## src/common/adc_seq_pkg.sv

```systemverilog
// Purpose: shared constants and carrier types for the converter sequencer
// Assumes: 125 MHz core clock; converter clock made by an enable divider
// Notes:   times are kept in their own unit, counts derived from them
package adc_seq_pkg;

    localparam int CORE_CLK_MHZ        = 125;
    localparam int CHANNEL_COUNT       = 16;
    localparam int CHANNEL_W           = 4;
    localparam int RESULT_W            = 12;
    localparam int ACQ_W               = 4;
    localparam int PIPE_STAGES         = 4;
    // converter clock divider: 125 MHz / 5 = 25 MHz
    localparam int CONV_CLK_DIV        = 5;
    // reference settle (ms) and core power settle (us)
    localparam int REF_SETTLE_MS       = 5;
    localparam int CORE_SETTLE_MIN_US  = 20;
    localparam int REF_SETTLE_CYCLES   = REF_SETTLE_MS * 1000 * CORE_CLK_MHZ;
    localparam int CORE_SETTLE_CYCLES  = CORE_SETTLE_MIN_US * CORE_CLK_MHZ;
    // trigger to sample start: 2.5 converter periods, in half periods
    localparam int TRIG_DELAY_HALVES   = 5;
    // end of sample/hold to first result, converter periods
    localparam int FIRST_RESULT_CLKS   = 4;
    // successive result spacing is this plus the acquisition field
    localparam int NEXT_RESULT_BASE    = 2;
    // core cycles from result update to flag
    localparam int FLAG_DELAY_CYCLES   = 3;
    // control register 3 bit positions
    localparam int CTRL3_BGREF1_BIT    = 7;
    localparam int CTRL3_BGREF0_BIT    = 6;
    localparam int CTRL3_CORE_PWR_BIT  = 5;
    // control register 1 acquisition field
    localparam int CTRL1_ACQ_LSB       = 8;
    localparam int CTRL1_ACQ_MSB       = 11;

    typedef struct packed {
        logic                 valid;
        logic [CHANNEL_W-1:0] channel;
        logic [RESULT_W-1:0]  code;
    } result_type;

    typedef struct packed {
        logic pwm_module;
        logic software;
        logic external_conversion_trigger;
    } trigger_type;

endpackage : adc_seq_pkg

```

## src/verilog/adc_powerup_sequential_sampling.sv

```systemverilog
// Purpose: power-up gating and sequential sampling timing of the converter
// Assumes: analog code arrives on i_analog_code each converter clock
// Notes:   dual-channel timing is handled elsewhere; mode bit 1 refuses triggers here
//
// Operation
// - all three power bits in one write accepted; full reference wait
// - sixteen software-selectable input channels, single or paired
// - each result is a 12-bit code from a four-stage pipeline
// - mode bit 0 selects sequential, 1 selects simultaneous sampling
// - conversions start from pwm module, software or external trigger
// - mode 0 converts selected channel on every sample/hold pulse
// - interrupt flag rises a few core cycles after result update
// - selected channel sampled on falling edge of sample/hold pulse
// - sample/hold pulse lasts one plus acquisition field converter clocks
// - sampling begins 2.5 converter periods after the trigger
// - first result appears 4 converter periods after sample/hold end
// - later results follow 2 plus acquisition field periods apart
`timescale 1ns/100ps
`default_nettype none

module adc_powerup_sequential_sampling #(
    parameter int REF_SETTLE  = adc_seq_pkg::REF_SETTLE_CYCLES,
    parameter int CORE_SETTLE = adc_seq_pkg::CORE_SETTLE_CYCLES
) (
    input  wire logic                              i_core_clk,
    input  wire logic                              i_reset,
    input  wire logic [7:0]                        i_converter_control_reg3,
    input  wire logic [15:0]                       i_converter_control_reg1,
    input  wire logic                              i_dual_sample_select,
    input  wire logic                              i_continuous,
    input  wire logic [adc_seq_pkg::CHANNEL_W-1:0] i_channel,
    input  wire adc_seq_pkg::trigger_type          i_trigger,
    input  wire logic [adc_seq_pkg::RESULT_W-1:0]  i_analog_code,
    output logic                                   o_converter_clock,
    output logic                                   o_sample_hold,
    output logic                                   o_ready,
    output logic                                   o_busy,
    output adc_seq_pkg::result_type                o_result,
    output logic                                   o_irq_flag
);
    import adc_seq_pkg::*;

    localparam int SETTLE_W = 32;
    // wait count at which a run re-arms: one period after a hold ends
    localparam int REARM_AT = 2 * (FIRST_RESULT_CLKS - NEXT_RESULT_BASE) + 2;

    typedef enum {
        S_IDLE,
        S_DELAY,
        S_SAMPLE,
        S_WAIT
    } seq_state_type;

    ////////////////////////////////////////////////////////////////////////
    // converter clock enables: full-period tick and a half-period tick

    logic [2:0] div_cnt;
    logic [2:0] next_div_cnt;
    logic       conv_tick;
    logic       half_tick;

    always_comb
    begin
        next_div_cnt = (div_cnt == 3'(CONV_CLK_DIV - 1)) ? 3'h0
                                                         : div_cnt + 3'h1;
    end

    always_ff @(posedge i_core_clk or posedge i_reset)
    begin
        if (i_reset)
            div_cnt <= 3'h0;
        else
            div_cnt <= next_div_cnt;
    end

    // odd divide: half point sits at count 1, two cycles after the full tick
    assign conv_tick = (div_cnt == 3'(CONV_CLK_DIV - 1));
    assign half_tick = conv_tick || (div_cnt == 3'(CONV_CLK_DIV / 2 - 1));

    ////////////////////////////////////////////////////////////////////////
    // power-up settling

    logic                ref_on;
    logic                core_on;
    logic [SETTLE_W-1:0] ref_cnt;
    logic [SETTLE_W-1:0] core_cnt;
    logic [SETTLE_W-1:0] next_ref_cnt;
    logic [SETTLE_W-1:0] next_core_cnt;

    assign ref_on  = i_converter_control_reg3[CTRL3_BGREF1_BIT]
                   & i_converter_control_reg3[CTRL3_BGREF0_BIT];
    assign core_on = i_converter_control_reg3[CTRL3_CORE_PWR_BIT];

    always_comb
    begin
        // reference wait restarts whenever a reference bit drops
        next_ref_cnt = ref_cnt;
        if (!ref_on)
            next_ref_cnt = '0;
        else if (ref_cnt != SETTLE_W'(REF_SETTLE))
            next_ref_cnt = ref_cnt + 1'b1;
        // core wait only counts while both reference bits are set, alongside the reference wait
        next_core_cnt = core_cnt;
        if (!core_on || !ref_on)
            next_core_cnt = '0;
        else if (core_cnt != SETTLE_W'(CORE_SETTLE))
            next_core_cnt = core_cnt + 1'b1;
    end

    always_ff @(posedge i_core_clk or posedge i_reset)
    begin
        if (i_reset)
        begin
            ref_cnt  <= '0;
            core_cnt <= '0;
        end
        else
        begin
            ref_cnt  <= next_ref_cnt;
            core_cnt <= next_core_cnt;
        end
    end

    // all three bits in one write: both waits must pass
    assign o_ready = ref_on && core_on
                  && (ref_cnt == SETTLE_W'(REF_SETTLE))
                  && (core_cnt == SETTLE_W'(CORE_SETTLE));

    ////////////////////////////////////////////////////////////////////////
    // sequencer

    seq_state_type             state;
    seq_state_type             next_state;
    logic [4:0]                cnt;
    logic [4:0]                next_cnt;
    logic [ACQ_W-1:0]          acq;
    logic                      trig_any;
    logic                      sh;
    logic                      next_sh;
    logic                      sample_now;
    logic [CHANNEL_W-1:0]      chan_held;
    logic [CHANNEL_W-1:0]      next_chan_held;

    assign acq = i_converter_control_reg1[CTRL1_ACQ_MSB:CTRL1_ACQ_LSB];
    // any of three sources, dropped unless powered
    assign trig_any = (i_trigger.pwm_module | i_trigger.software
                    | i_trigger.external_conversion_trigger) & o_ready;

    always_comb
    begin
        next_state     = state;
        next_cnt       = cnt;
        next_sh        = sh;
        next_chan_held = chan_held;
        sample_now     = 1'b0;
        case (state)
            S_IDLE:
            begin
                if (trig_any && !i_dual_sample_select)
                begin
                    next_state = S_DELAY;
                    next_cnt   = 5'(TRIG_DELAY_HALVES);
                end
            end
            S_DELAY:
            begin
                // count five half ticks: 2.5 periods to within the phase of the trigger
                if (half_tick)
                begin
                    if (cnt == 5'h1)
                    begin
                        next_state = S_SAMPLE;
                        next_sh    = 1'b1;
                        next_cnt   = {acq, 1'b1};
                        next_chan_held = i_channel;
                    end
                    else
                        next_cnt = cnt - 5'h1;
                end
            end
            S_SAMPLE:
            begin
                // 2 * (1 + acq) half periods: exact whatever the phase
                if (half_tick)
                begin
                    if (cnt == 5'h0)
                    begin
                        // falling edge of sample/hold captures
                        next_sh    = 1'b0;
                        sample_now = 1'b1;
                        next_state = S_WAIT;
                        // stay busy until the result lands
                        next_cnt   = 5'(2 * FIRST_RESULT_CLKS - 1);
                    end
                    else
                        next_cnt = cnt - 5'h1;
                end
            end
            S_WAIT:
            begin
                if (half_tick)
                begin
                    // a continuous run re-arms one period on
                    if (cnt == 5'(REARM_AT) && i_continuous && o_ready
                        && !i_dual_sample_select)
                    begin
                        next_state = S_SAMPLE;
                        next_sh    = 1'b1;
                        next_cnt   = {acq, 1'b1};
                        next_chan_held = i_channel;
                    end
                    else if (cnt == 5'h0)
                        next_state = S_IDLE;
                    else
                        next_cnt = cnt - 5'h1;
                end
            end
            default:
                next_state = S_IDLE;
        endcase
        if (!o_ready)
        begin
            next_state = S_IDLE;
            next_sh    = 1'b0;
        end
    end

    always_ff @(posedge i_core_clk or posedge i_reset)
    begin
        if (i_reset)
        begin
            state     <= S_IDLE;
            cnt       <= 5'h0;
            sh        <= 1'b0;
            chan_held <= '0;
        end
        else
        begin
            state     <= next_state;
            cnt       <= next_cnt;
            sh        <= next_sh;
            chan_held <= next_chan_held;
        end
    end

    ////////////////////////////////////////////////////////////////////////
    // four-stage pipeline, one stage per converter period, stepped on the
    // half tick kind that sampled: a result lands 4 periods after its hold
    // ends, and a run's results sit (1 + acq) + 1 periods apart

    logic [RESULT_W-1:0]    pipe_code [PIPE_STAGES];
    logic [CHANNEL_W-1:0]   pipe_chan [PIPE_STAGES];
    logic [PIPE_STAGES-1:0] pipe_vld;
    logic [PIPE_STAGES-1:0] next_pipe_vld;
    logic                   pipe_phase;
    logic                   next_pipe_phase;
    logic                   pipe_step;

    // phase only moves between runs, once the pipeline has drained
    assign pipe_step = sample_now
                     | (pipe_phase ? (half_tick & ~conv_tick) : conv_tick);

    always_comb
    begin
        next_pipe_vld   = pipe_vld;
        next_pipe_phase = pipe_phase;
        if (sample_now)
            next_pipe_phase = ~conv_tick;
        if (pipe_step)
            next_pipe_vld = {pipe_vld[PIPE_STAGES-2:0], sample_now};
        // samples in flight die with the power
        if (!o_ready)
            next_pipe_vld = '0;
    end

    always_ff @(posedge i_core_clk or posedge i_reset)
    begin
        if (i_reset)
        begin
            pipe_vld   <= '0;
            pipe_phase <= 1'b0;
        end
        else
        begin
            pipe_vld   <= next_pipe_vld;
            pipe_phase <= next_pipe_phase;
        end
    end

    always_ff @(posedge i_core_clk)
    begin
        if (pipe_step)
        begin
            for (int i = 1; i < PIPE_STAGES; i++)
            begin
                pipe_code[i] <= pipe_code[i-1];
                pipe_chan[i] <= pipe_chan[i-1];
            end
        end
        if (sample_now)
        begin
            pipe_code[0] <= i_analog_code;
            pipe_chan[0] <= chan_held;
        end
    end

    ////////////////////////////////////////////////////////////////////////
    // result register and delayed flag

    result_type                    result;
    result_type                    next_result;
    logic [FLAG_DELAY_CYCLES-1:0]  flag_sr;
    logic [FLAG_DELAY_CYCLES-1:0]  next_flag_sr;
    logic                          update;

    assign update = pipe_step && pipe_vld[PIPE_STAGES-1];

    always_comb
    begin
        next_result       = result;
        next_result.valid = 1'b0;
        if (update)
        begin
            next_result.valid   = 1'b1;
            next_result.code    = pipe_code[PIPE_STAGES-1];
            next_result.channel = pipe_chan[PIPE_STAGES-1];
        end
        // flag trails the register update, never leads it
        next_flag_sr = {flag_sr[FLAG_DELAY_CYCLES-2:0], result.valid};
    end

    always_ff @(posedge i_core_clk or posedge i_reset)
    begin
        if (i_reset)
        begin
            result  <= '0;
            flag_sr <= '0;
        end
        else
        begin
            result  <= next_result;
            flag_sr <= next_flag_sr;
        end
    end

    assign o_result          = result;
    assign o_irq_flag        = flag_sr[FLAG_DELAY_CYCLES-1];
    assign o_sample_hold     = sh;
    assign o_busy            = (state != S_IDLE);
    assign o_converter_clock = (div_cnt < 3'(CONV_CLK_DIV / 2 + 1));

endmodule : adc_powerup_sequential_sampling

`default_nettype wire

```

## config.mk

```make
export PLATFORM = sky130hd
export DESIGN_NAME = adc_powerup_sequential_sampling
export DESIGN_NICKNAME = d
export VERILOG_FILES = /design/src/common/adc_seq_pkg.sv /design/src/verilog/adc_powerup_sequential_sampling.sv
export SDC_FILE = /design/constraint.sdc
export NUM_CORES = 1
export LEC_CHECK = 0
export BUFFER_PORTS_ARGS = -buffer_cell sky130_fd_sc_hd__buf_2
export CORE_ASPECT_RATIO = 1.2
export CORE_MARGIN = 5
export CORE_UTILIZATION = 30
export DETAILED_ROUTE_END_ITERATION = 8
export SLEW_MARGIN = 20
export SYNTH_ARGS = -nofsm -noshare
export SYNTH_HDL_FRONTEND = slang
export SYNTH_SLANG_ARGS = --single-unit
```

## constraint.sdc

```tcl
create_clock -name i_core_clk -period 5 [get_ports i_core_clk]
set_clock_uncertainty 0.1 [all_clocks]
set_input_delay 0 -clock i_core_clk [delete_from_list [all_inputs] [get_ports i_core_clk]]
set_output_delay 0 -clock i_core_clk [all_outputs]
set_load 0.05 [all_outputs]
```

Word level (Yosys, flattened, before mapping)
Memory sizes are Yosys's and may differ from the RTL's.
Cells that the tools add are included.
{ "totals": {"out_inout_bits": 22, "ramBits": 64, "memories": 2, "regBits": 134, "elab_cells": 127, "inputBits": 47} }
{ "memory_table": {"columns": ["memory", "words", "width", "rd", "rd_clocked_by_memory_dff", "wr", "line", "rtl"], "rows": [
  ["pipe_code", 4, 12, 4, 0, 4, "adc_powerup_sequential_sampling.sv:251", "logic [RESULT_W-1:0] pipe_code [PIPE_STAGES];"],
  ["pipe_chan", 4, 4, 4, 0, 4, "adc_powerup_sequential_sampling.sv:252", "logic [CHANNEL_W-1:0] pipe_chan [PIPE_STAGES];"]
]} }
{ "op_classes": {"n_lt_le_gt_ge": 1, "n_mux": 48, "n_bitwise": 7, "eq_ne": 29, "reduce_logical": 23, "n_addsub": 4} }
{ "ops": {"columns": ["cell", "count"], "rows": [
  ["2-to-1 mux 32 bit", 13],
  ["case mux 32 bit (4 select lines)", 1],
  ["adder 32 x 1 -> 32 bit, second input constant", 2],
  ["== test 32 x 2 -> 1 bit, second input constant", 2],
  ["2-to-1 mux 5 bit", 8],
  ["== test 32 x 1 -> 1 bit, second input constant", 1],
  ["== test 32 x 12 -> 1 bit, second input constant", 1],
  ["== test 32 x 20 -> 1 bit, second input constant", 1],
  ["zero test 32 bit", 1],
  ["inequality test 32 x 12 -> 1 bit, second input constant", 1],
  ["inequality test 32 x 20 -> 1 bit, second input constant", 1],
  ["nonzero test 32 bit", 1],
  ["2-to-1 mux 4 bit", 6],
  ["inequality test 3 bit, second input constant", 8],
  ["case mux 5 bit (4 select lines)", 1],
  ["2-to-1 mux 17 bit", 1],
  ["2-to-1 mux 1 bit", 15],
  ["AND reduction 7 bit", 2],
  ["inequality test 2 bit, second input constant", 6],
  ["logical AND 1 bit", 8],
  ["case mux 4 bit (2 select lines)", 1],
  ["AND reduction 6 bit", 1],
  ["== test 5 x 1 -> 1 bit, second input constant", 1],
  ["== test 5 x 3 -> 1 bit, second input constant", 1],
  ["19 further kinds", 28]
]} }

Logic depth before layout (Yosys ltp)
{ "logic_depth": {"depth_word": 10, "depth_mapped": 10, "mapped_depth_nobuf": 9} }

Worst setup path before layout
No wires, ideal clock.
{ "synth_path": {"kind": "register -> register", "start": "reg cnt[0]", "end": "reg result (netlist bit o_result[0])", "period_less_slack_ns": 3.166, "required_time_ns": 4.775, "path_buffers": 1, "path_stages_with_launch": 11, "arrival_time_ns": 2.941, "slack_ns": 1.834, "cell_sequence": "dfrtp_1 > inv_1 > ha_1 > or3b_4 > nor2_4 > and2_4 > nor2_2 > o21bai_4 > nand2_4 > buf_6 > mux2_4"} }
{ "synth_via": {"elab_chain_len": 6} }
{ "synth_lines": {"columns": ["item", "line", "rtl"], "rows": [
  ["start, declared", "adc_powerup_sequential_sampling.sv:134", "logic [4:0] cnt;"],
  ["start signal, assigned", "adc_powerup_sequential_sampling.sv:240", "cnt <= next_cnt;"],
  ["zero test 5 bit", "adc_powerup_sequential_sampling.sv:186", "if (cnt == 5'h0)"],
  ["2-to-1 mux 1 bit", "adc_powerup_sequential_sampling.sv:186", null],
  ["2-to-1 mux 1 bit", "adc_powerup_sequential_sampling.sv:184", "if (half_tick)"],
  ["2-to-1 mux 1 bit", "adc_powerup_sequential_sampling.sv:156", "case (state)"],
  ["OR 1 bit", "adc_powerup_sequential_sampling.sv:261", "| (pipe_phase ? (half_tick & ~conv_tick) : conv_tick);"],
  ["net pipe_step", "adc_powerup_sequential_sampling.sv:257", "logic pipe_step;"],
  ["logical AND 1 bit", "adc_powerup_sequential_sampling.sv:316", "assign update = pipe_step && pipe_vld[PIPE_STAGES-1];"],
  ["end signal, assigned", "adc_powerup_sequential_sampling.sv:341", "result <= next_result;"],
  ["end, declared", "adc_powerup_sequential_sampling.sv:310", "result_type result;"]
]} }
The timed path passes the listed nets, and every way through them passes these cells.
A chain may end at the register's enable or synchronous reset.

Final worst setup path
{ "layout_path": {"start": "reg cnt[0]", "end": "reg pipe_vld[2]"} }
{ "layout_via": {"elab_chain_len": 6} }
{ "layout_lines": {"columns": ["item", "line", "rtl"], "rows": [
  ["zero test 5 bit", "adc_powerup_sequential_sampling.sv:186", null],
  ["2-to-1 mux 1 bit", "adc_powerup_sequential_sampling.sv:186", null],
  ["2-to-1 mux 1 bit", "adc_powerup_sequential_sampling.sv:184", null],
  ["2-to-1 mux 1 bit", "adc_powerup_sequential_sampling.sv:156", null],
  ["OR 1 bit", "adc_powerup_sequential_sampling.sv:261", null],
  ["net pipe_step", "adc_powerup_sequential_sampling.sv:257", null],
  ["inequality test 2 x 1 -> 1 bit (no line)", null, null],
  ["end signal, assigned", "adc_powerup_sequential_sampling.sv:285", "pipe_vld <= next_pipe_vld;"],
  ["end, declared", "adc_powerup_sequential_sampling.sv:253", "logic [PIPE_STAGES-1:0] pipe_vld;"]
]} }
The timed path passes the listed nets, and every way through them passes these cells.

==> results.md <==
- The run finished with clean final reports.
- The max-cap check violation count is 0.
- Of the cells placed in the final design, the portion with a size suffix greater than 1 is about a fifth.
- In this run, post-CTS repair resized a total of 0 instances.
- The count of flip-flops with a built-in enable after synthesis is between 60 and 70.
- For the worst-skew pair, the clock arrives at the later sink with an insertion delay of between 0.4 and 0.5 ns.
- The total number of yosys warnings is 0.
- The final layout contains 737 nets.
- The part of the total power dissipated in combinational logic is ~2.1%.
- The number of fill cells in the layout is about 2300.
- Of all nets on the critical path, the largest fanout is 42.
- Of all flip-flops after synthesis, the portion carrying an async set or reset was between 60% and 70%.
- The number of global-route vias before repair is 4825.
- The analysis attributes to net switching a power of 0.678 mW.
- Once layout is complete, the cells apart from fillers number between 1000 and 1500.
- The design draws around 2.8 mW.
- The cell count after synthesis is approximately 600.
- The number of vias per cell after detailed routing is roughly 4.6.
- The highest ir drop seen on vdd is 0.267 mV.
- Dividing the final minimum period by the clock period gives 59.4%.
- Derived from the worst setup path, the maximum achievable clock frequency is ~0.34 GHz.
- Global routing used a little over a tenth of the available tracks across all layers.
- The area taken by flip-flops and latches is between 4000 and 5000 µm².
- The aggregate global routing overflow is 0.
- After detailed routing, the total wire length is approximately 14000 µm.
- The number of nets handed over by synthesis was 652.
- The die extent in y is 182 µm.
- The library cell used most frequently in the layout, excluding fill and tap cells, is dfrtp_1.
- The via total after detailed routing is 4652.
- The most critical setup path has its endpoint at pipe_vld[2]$_DFFE_PP0P_.
- Data on the critical path is required at its endpoint by around 5.2 ns.
- The worst setup slack after layout is ~2 ns.
- On the final layout, the worst hold slack is ~0.041 ns.
- The area share of the leading cell type in the synthesized netlist is roughly a third.
- The number of sinks driven by the clock tree is between 150 and 200.
- Buffers placed on the I/O ports in this run total 51.
- The detailed-routing iteration count for the pre-antenna-repair pass is 4.
- After detailed placement, the design holds a cell count of 960.
- In this run, the number of DRC markers left after iteration 0 of detailed routing was 290.
- For this run, the leading register cell type out of synthesis is dfrtp_1.
- The CTS H-tree depth is 4.
- The CTS tree is built.
- At the worst endpoint, the arrival time is 3.20 ns.
- Adding up every negative setup slack in the final design gives 0 ns.
- The tightest min-delay check is of the in2reg type.
- Synthesis instantiated 63 different standard cells from the library.
- The synthesized netlist occupies a cell area of around 7400 µm².
- The area of the core is between 20000 and 25000 µm².
- The synthesis-to-layout area growth is 20.0%.
- The pin count of the biggest net entering global routing is 68.
- The die footprint is between 20000 and 30000 µm².
- The internal portion of total power is 2.13 mW.
- Setup violations remaining at the end of the flow were counted as 0.
- The weighted congestion at the end of routability-driven global placement is approximately 0.8.
- Summing all multi-input logic gate instances after layout gives approximately 2700 µm².
- The endpoint identified for the worst register-to-register timing path is pipe_vld[2]$_DFFE_PP0P_.
- The critical path launch point is cnt[0]$_DFFE_PP0P_.
- The floorplan step set the die width to between 150 and 200 µm.
- The post-route DRC violation count is 0.
- 69 I/O pins were placed.
- In the layout the commonest cells are 104 x dfrtp_1, 78 x nor2_1, 64 x edfxtp_1.
- The total count of max-transition violations in the final report is 0.
- The CTS buffer count is 17.
- Yosys attributes the largest share of cell area to dfrtp_1 35%, edfxtp_1 26%, xor2_1 4.5%, nor2_1 4.0%, ha_1 2.4%.
- The share of power burned in registers is around half.
- The endpoint type of the worst setup path is a register.
- The initial core utilization is around 30%.
- The master cell of the clock root buffer is clkbuf_16.
- The headroom to the max-slew limit is between 40% and 50%.
- The part of the Yosys area used for sequential elements is between 60% and 70%.
- In this run the core area contains 63 standard-cell rows.
- OpenSTA, run right after detailed placement, puts the worst setup slack at 2.02 ns.
- The hold violation count in the final report is 0.
- The count of nets left with antenna violations once routing finished came out at 0.
- Power spread over the standard cell area amounts to around 320 nW/µm².
- The final routed wire length divided by cell count is ~14 µm.
- The clock network is responsible for 47.2% of the overall power.
- The standby leakage power is between 3 and 4 nW.
- The category of the most critical setup path is reg2reg.
- The initial antenna violation count was 0.
- The time the final worst path needs with I/O delays and setup is ~3 ns.
- The mean post-synth cell area is between 10 and 15 µm².
- Detailed placement finished with a half-perimeter wire length of around 9400 µm.
- Setup repair after global routing left no endpoint under its margin.
- The synthesized design contains 168 register bits.
- Net switching is approximately 24% of the power.
- The clock-pin slew on the worst setup and hold paths is roughly 0.080 ns.
- Counting along the longest clock path gives a buffer depth of 2.
- At the pin with the least slew margin, the transition time is approximately 0.86 ns.
- Across all register-to-register paths, the minimum setup slack is slightly above 2 ns.
- The worst setup path is launched from a register.
- The cell count of the worst reg-to-reg path is 10.
- In this run the critical register-to-register path is launched from cnt[0]$_DFFE_PP0P_.
- The number of diodes is 0.
- The first global-routing pass estimated 23800 µm of wire.
- The library cell occupying the most area in the post-synthesis netlist is dfrtp_1.
[power by group through the flow]
stage | sequential (mW) | combinational [mW] | clock (mW)
3_3_place_gp | 1.45 | 0.0479 | 0
2_1_floorplan | 1.45 | 0.0256 | 0
5_1_grt | 1.42 | 0.0687 | 1.42
6_report | 1.42 | 0.0594 | 1.33
3_5_place_dp | 1.45 | 0.0487 | 0
4_1_cts | 1.42 | 0.0628 | 1.36
[how the worst min path moves through the flow]
stage,start,end,slack [ns],depth (start not counted)
after global routing,i_dual_sample_select,cnt[3]$_DFFE_PP0P_,0.07,4
after CTS,i_dual_sample_select,cnt[4]$_DFFE_PP0P_,0.03,4
after floorplan,i_analog_code[0],pipe_code[0][0]$_DFFE_PP_,-0.001,0
final,i_dual_sample_select,cnt[4]$_DFFE_PP0P_,0.04,4
after detailed placement,i_analog_code[7],pipe_code[0][7]$_DFFE_PP_,0.08,1
after global placement,i_analog_code[7],pipe_code[0][7]$_DFFE_PP_,0.08,1
[routing by layer]
metal	vias up	part of all wire [%]	track usage, %
met2	69	51	18.2
met4	0	2.3	4.78
met5	-	0	0
li1	2261	-	-
met3	21	2.6	1.93
met1	2301	44	12.6
[metrics by stage]
step / utilization, % / instance area, µm²
6_report: 36.2 / 8870
5_1_grt: 36.2 / 8870
4_1_cts: 36.2 / 8870
3_5_place_dp: 32.7 / 8030
3_3_place_gp: 32.7 / 8020
2_1_floorplan: - / 7390
[flip-flops by register name, indices dropped and copies added, names as in the netlist]
register,flops
chan_held,4
core_cnt,32
pipe_vld,4
pipe_phase,1
o_result,17
state,2
flag_sr,3
pipe_chan,16
div_cnt,3
cnt,5
o_sample_hold,1
ref_cnt,32
pipe_code,48
[critical path, stage by stage (launching register included)]
cell and delay, ns:
dfrtp_1 0.43, inv_1 0.14, ha_1 0.25, or3b_4 0.42, nor2_4 0.12, and2_4 0.16, nor2_2 0.05, o21bai_4 0.34
buf_4 0.54, mux2i_1 0.24, nor2_1 0.06
[synth_stat cells (2+ instances only)]
master	n
a211oi_1	4
a21oi_1	19
and2_1	5
and3_1	21
buf_2	2
buf_6	2
clkbuf_1	7
dfrtp_1	104
edfxtp_1	64
ha_1	14
inv_1	22
mux2_1	4
mux2_2	7
mux2_4	9
mux2i_1	8
nand2_1	38
nand3_1	25
nand4_1	10
nand4_2	2
nor2_1	78
nor2_2	3
nor2b_1	3
nor3_1	7
nor3_2	2
nor4_1	3
nor4_2	2
nor4_4	2
nor4b_1	6
nor4b_2	4
nor4b_4	2
nor4bb_1	2
o21ai_0	18
o221ai_1	2
or3_1	8
xnor2_1	17
xor2_1	38
[what timing repair did]
item                                   4_1_cts  5_1_grt
setup endpoints to repair                    0        0
endpoints found under the hold margin       87        0
setup buffers                                0        0
hold buffers                                22        0
[final cells by class]
cell class                      count  area share (%)
Sequential cell                   168            51.0
Inverter                           22           0.960
Tap cell                          325            4.59
Clock buffer                       17            4.80
Multi-Input combinational cell    390            30.7
Timing Repair Buffer               77            5.70
Clock inverter                     15            2.22
[cell families after synthesis]
group                    after synthesis  share of synthesized area, %
AO/OA/AOI/OAI                         54                          4.64
XOR/XNOR                              55                          6.52
adder cells (fa/ha/maj)               14                          2.37
buffers and inverters                 33                          1.91
flip-flops                           168                          61.2
multiplexers                          28                          4.59
AND/OR/NAND/NOR                      239                          18.7
(Power assumes the default switching activity.)
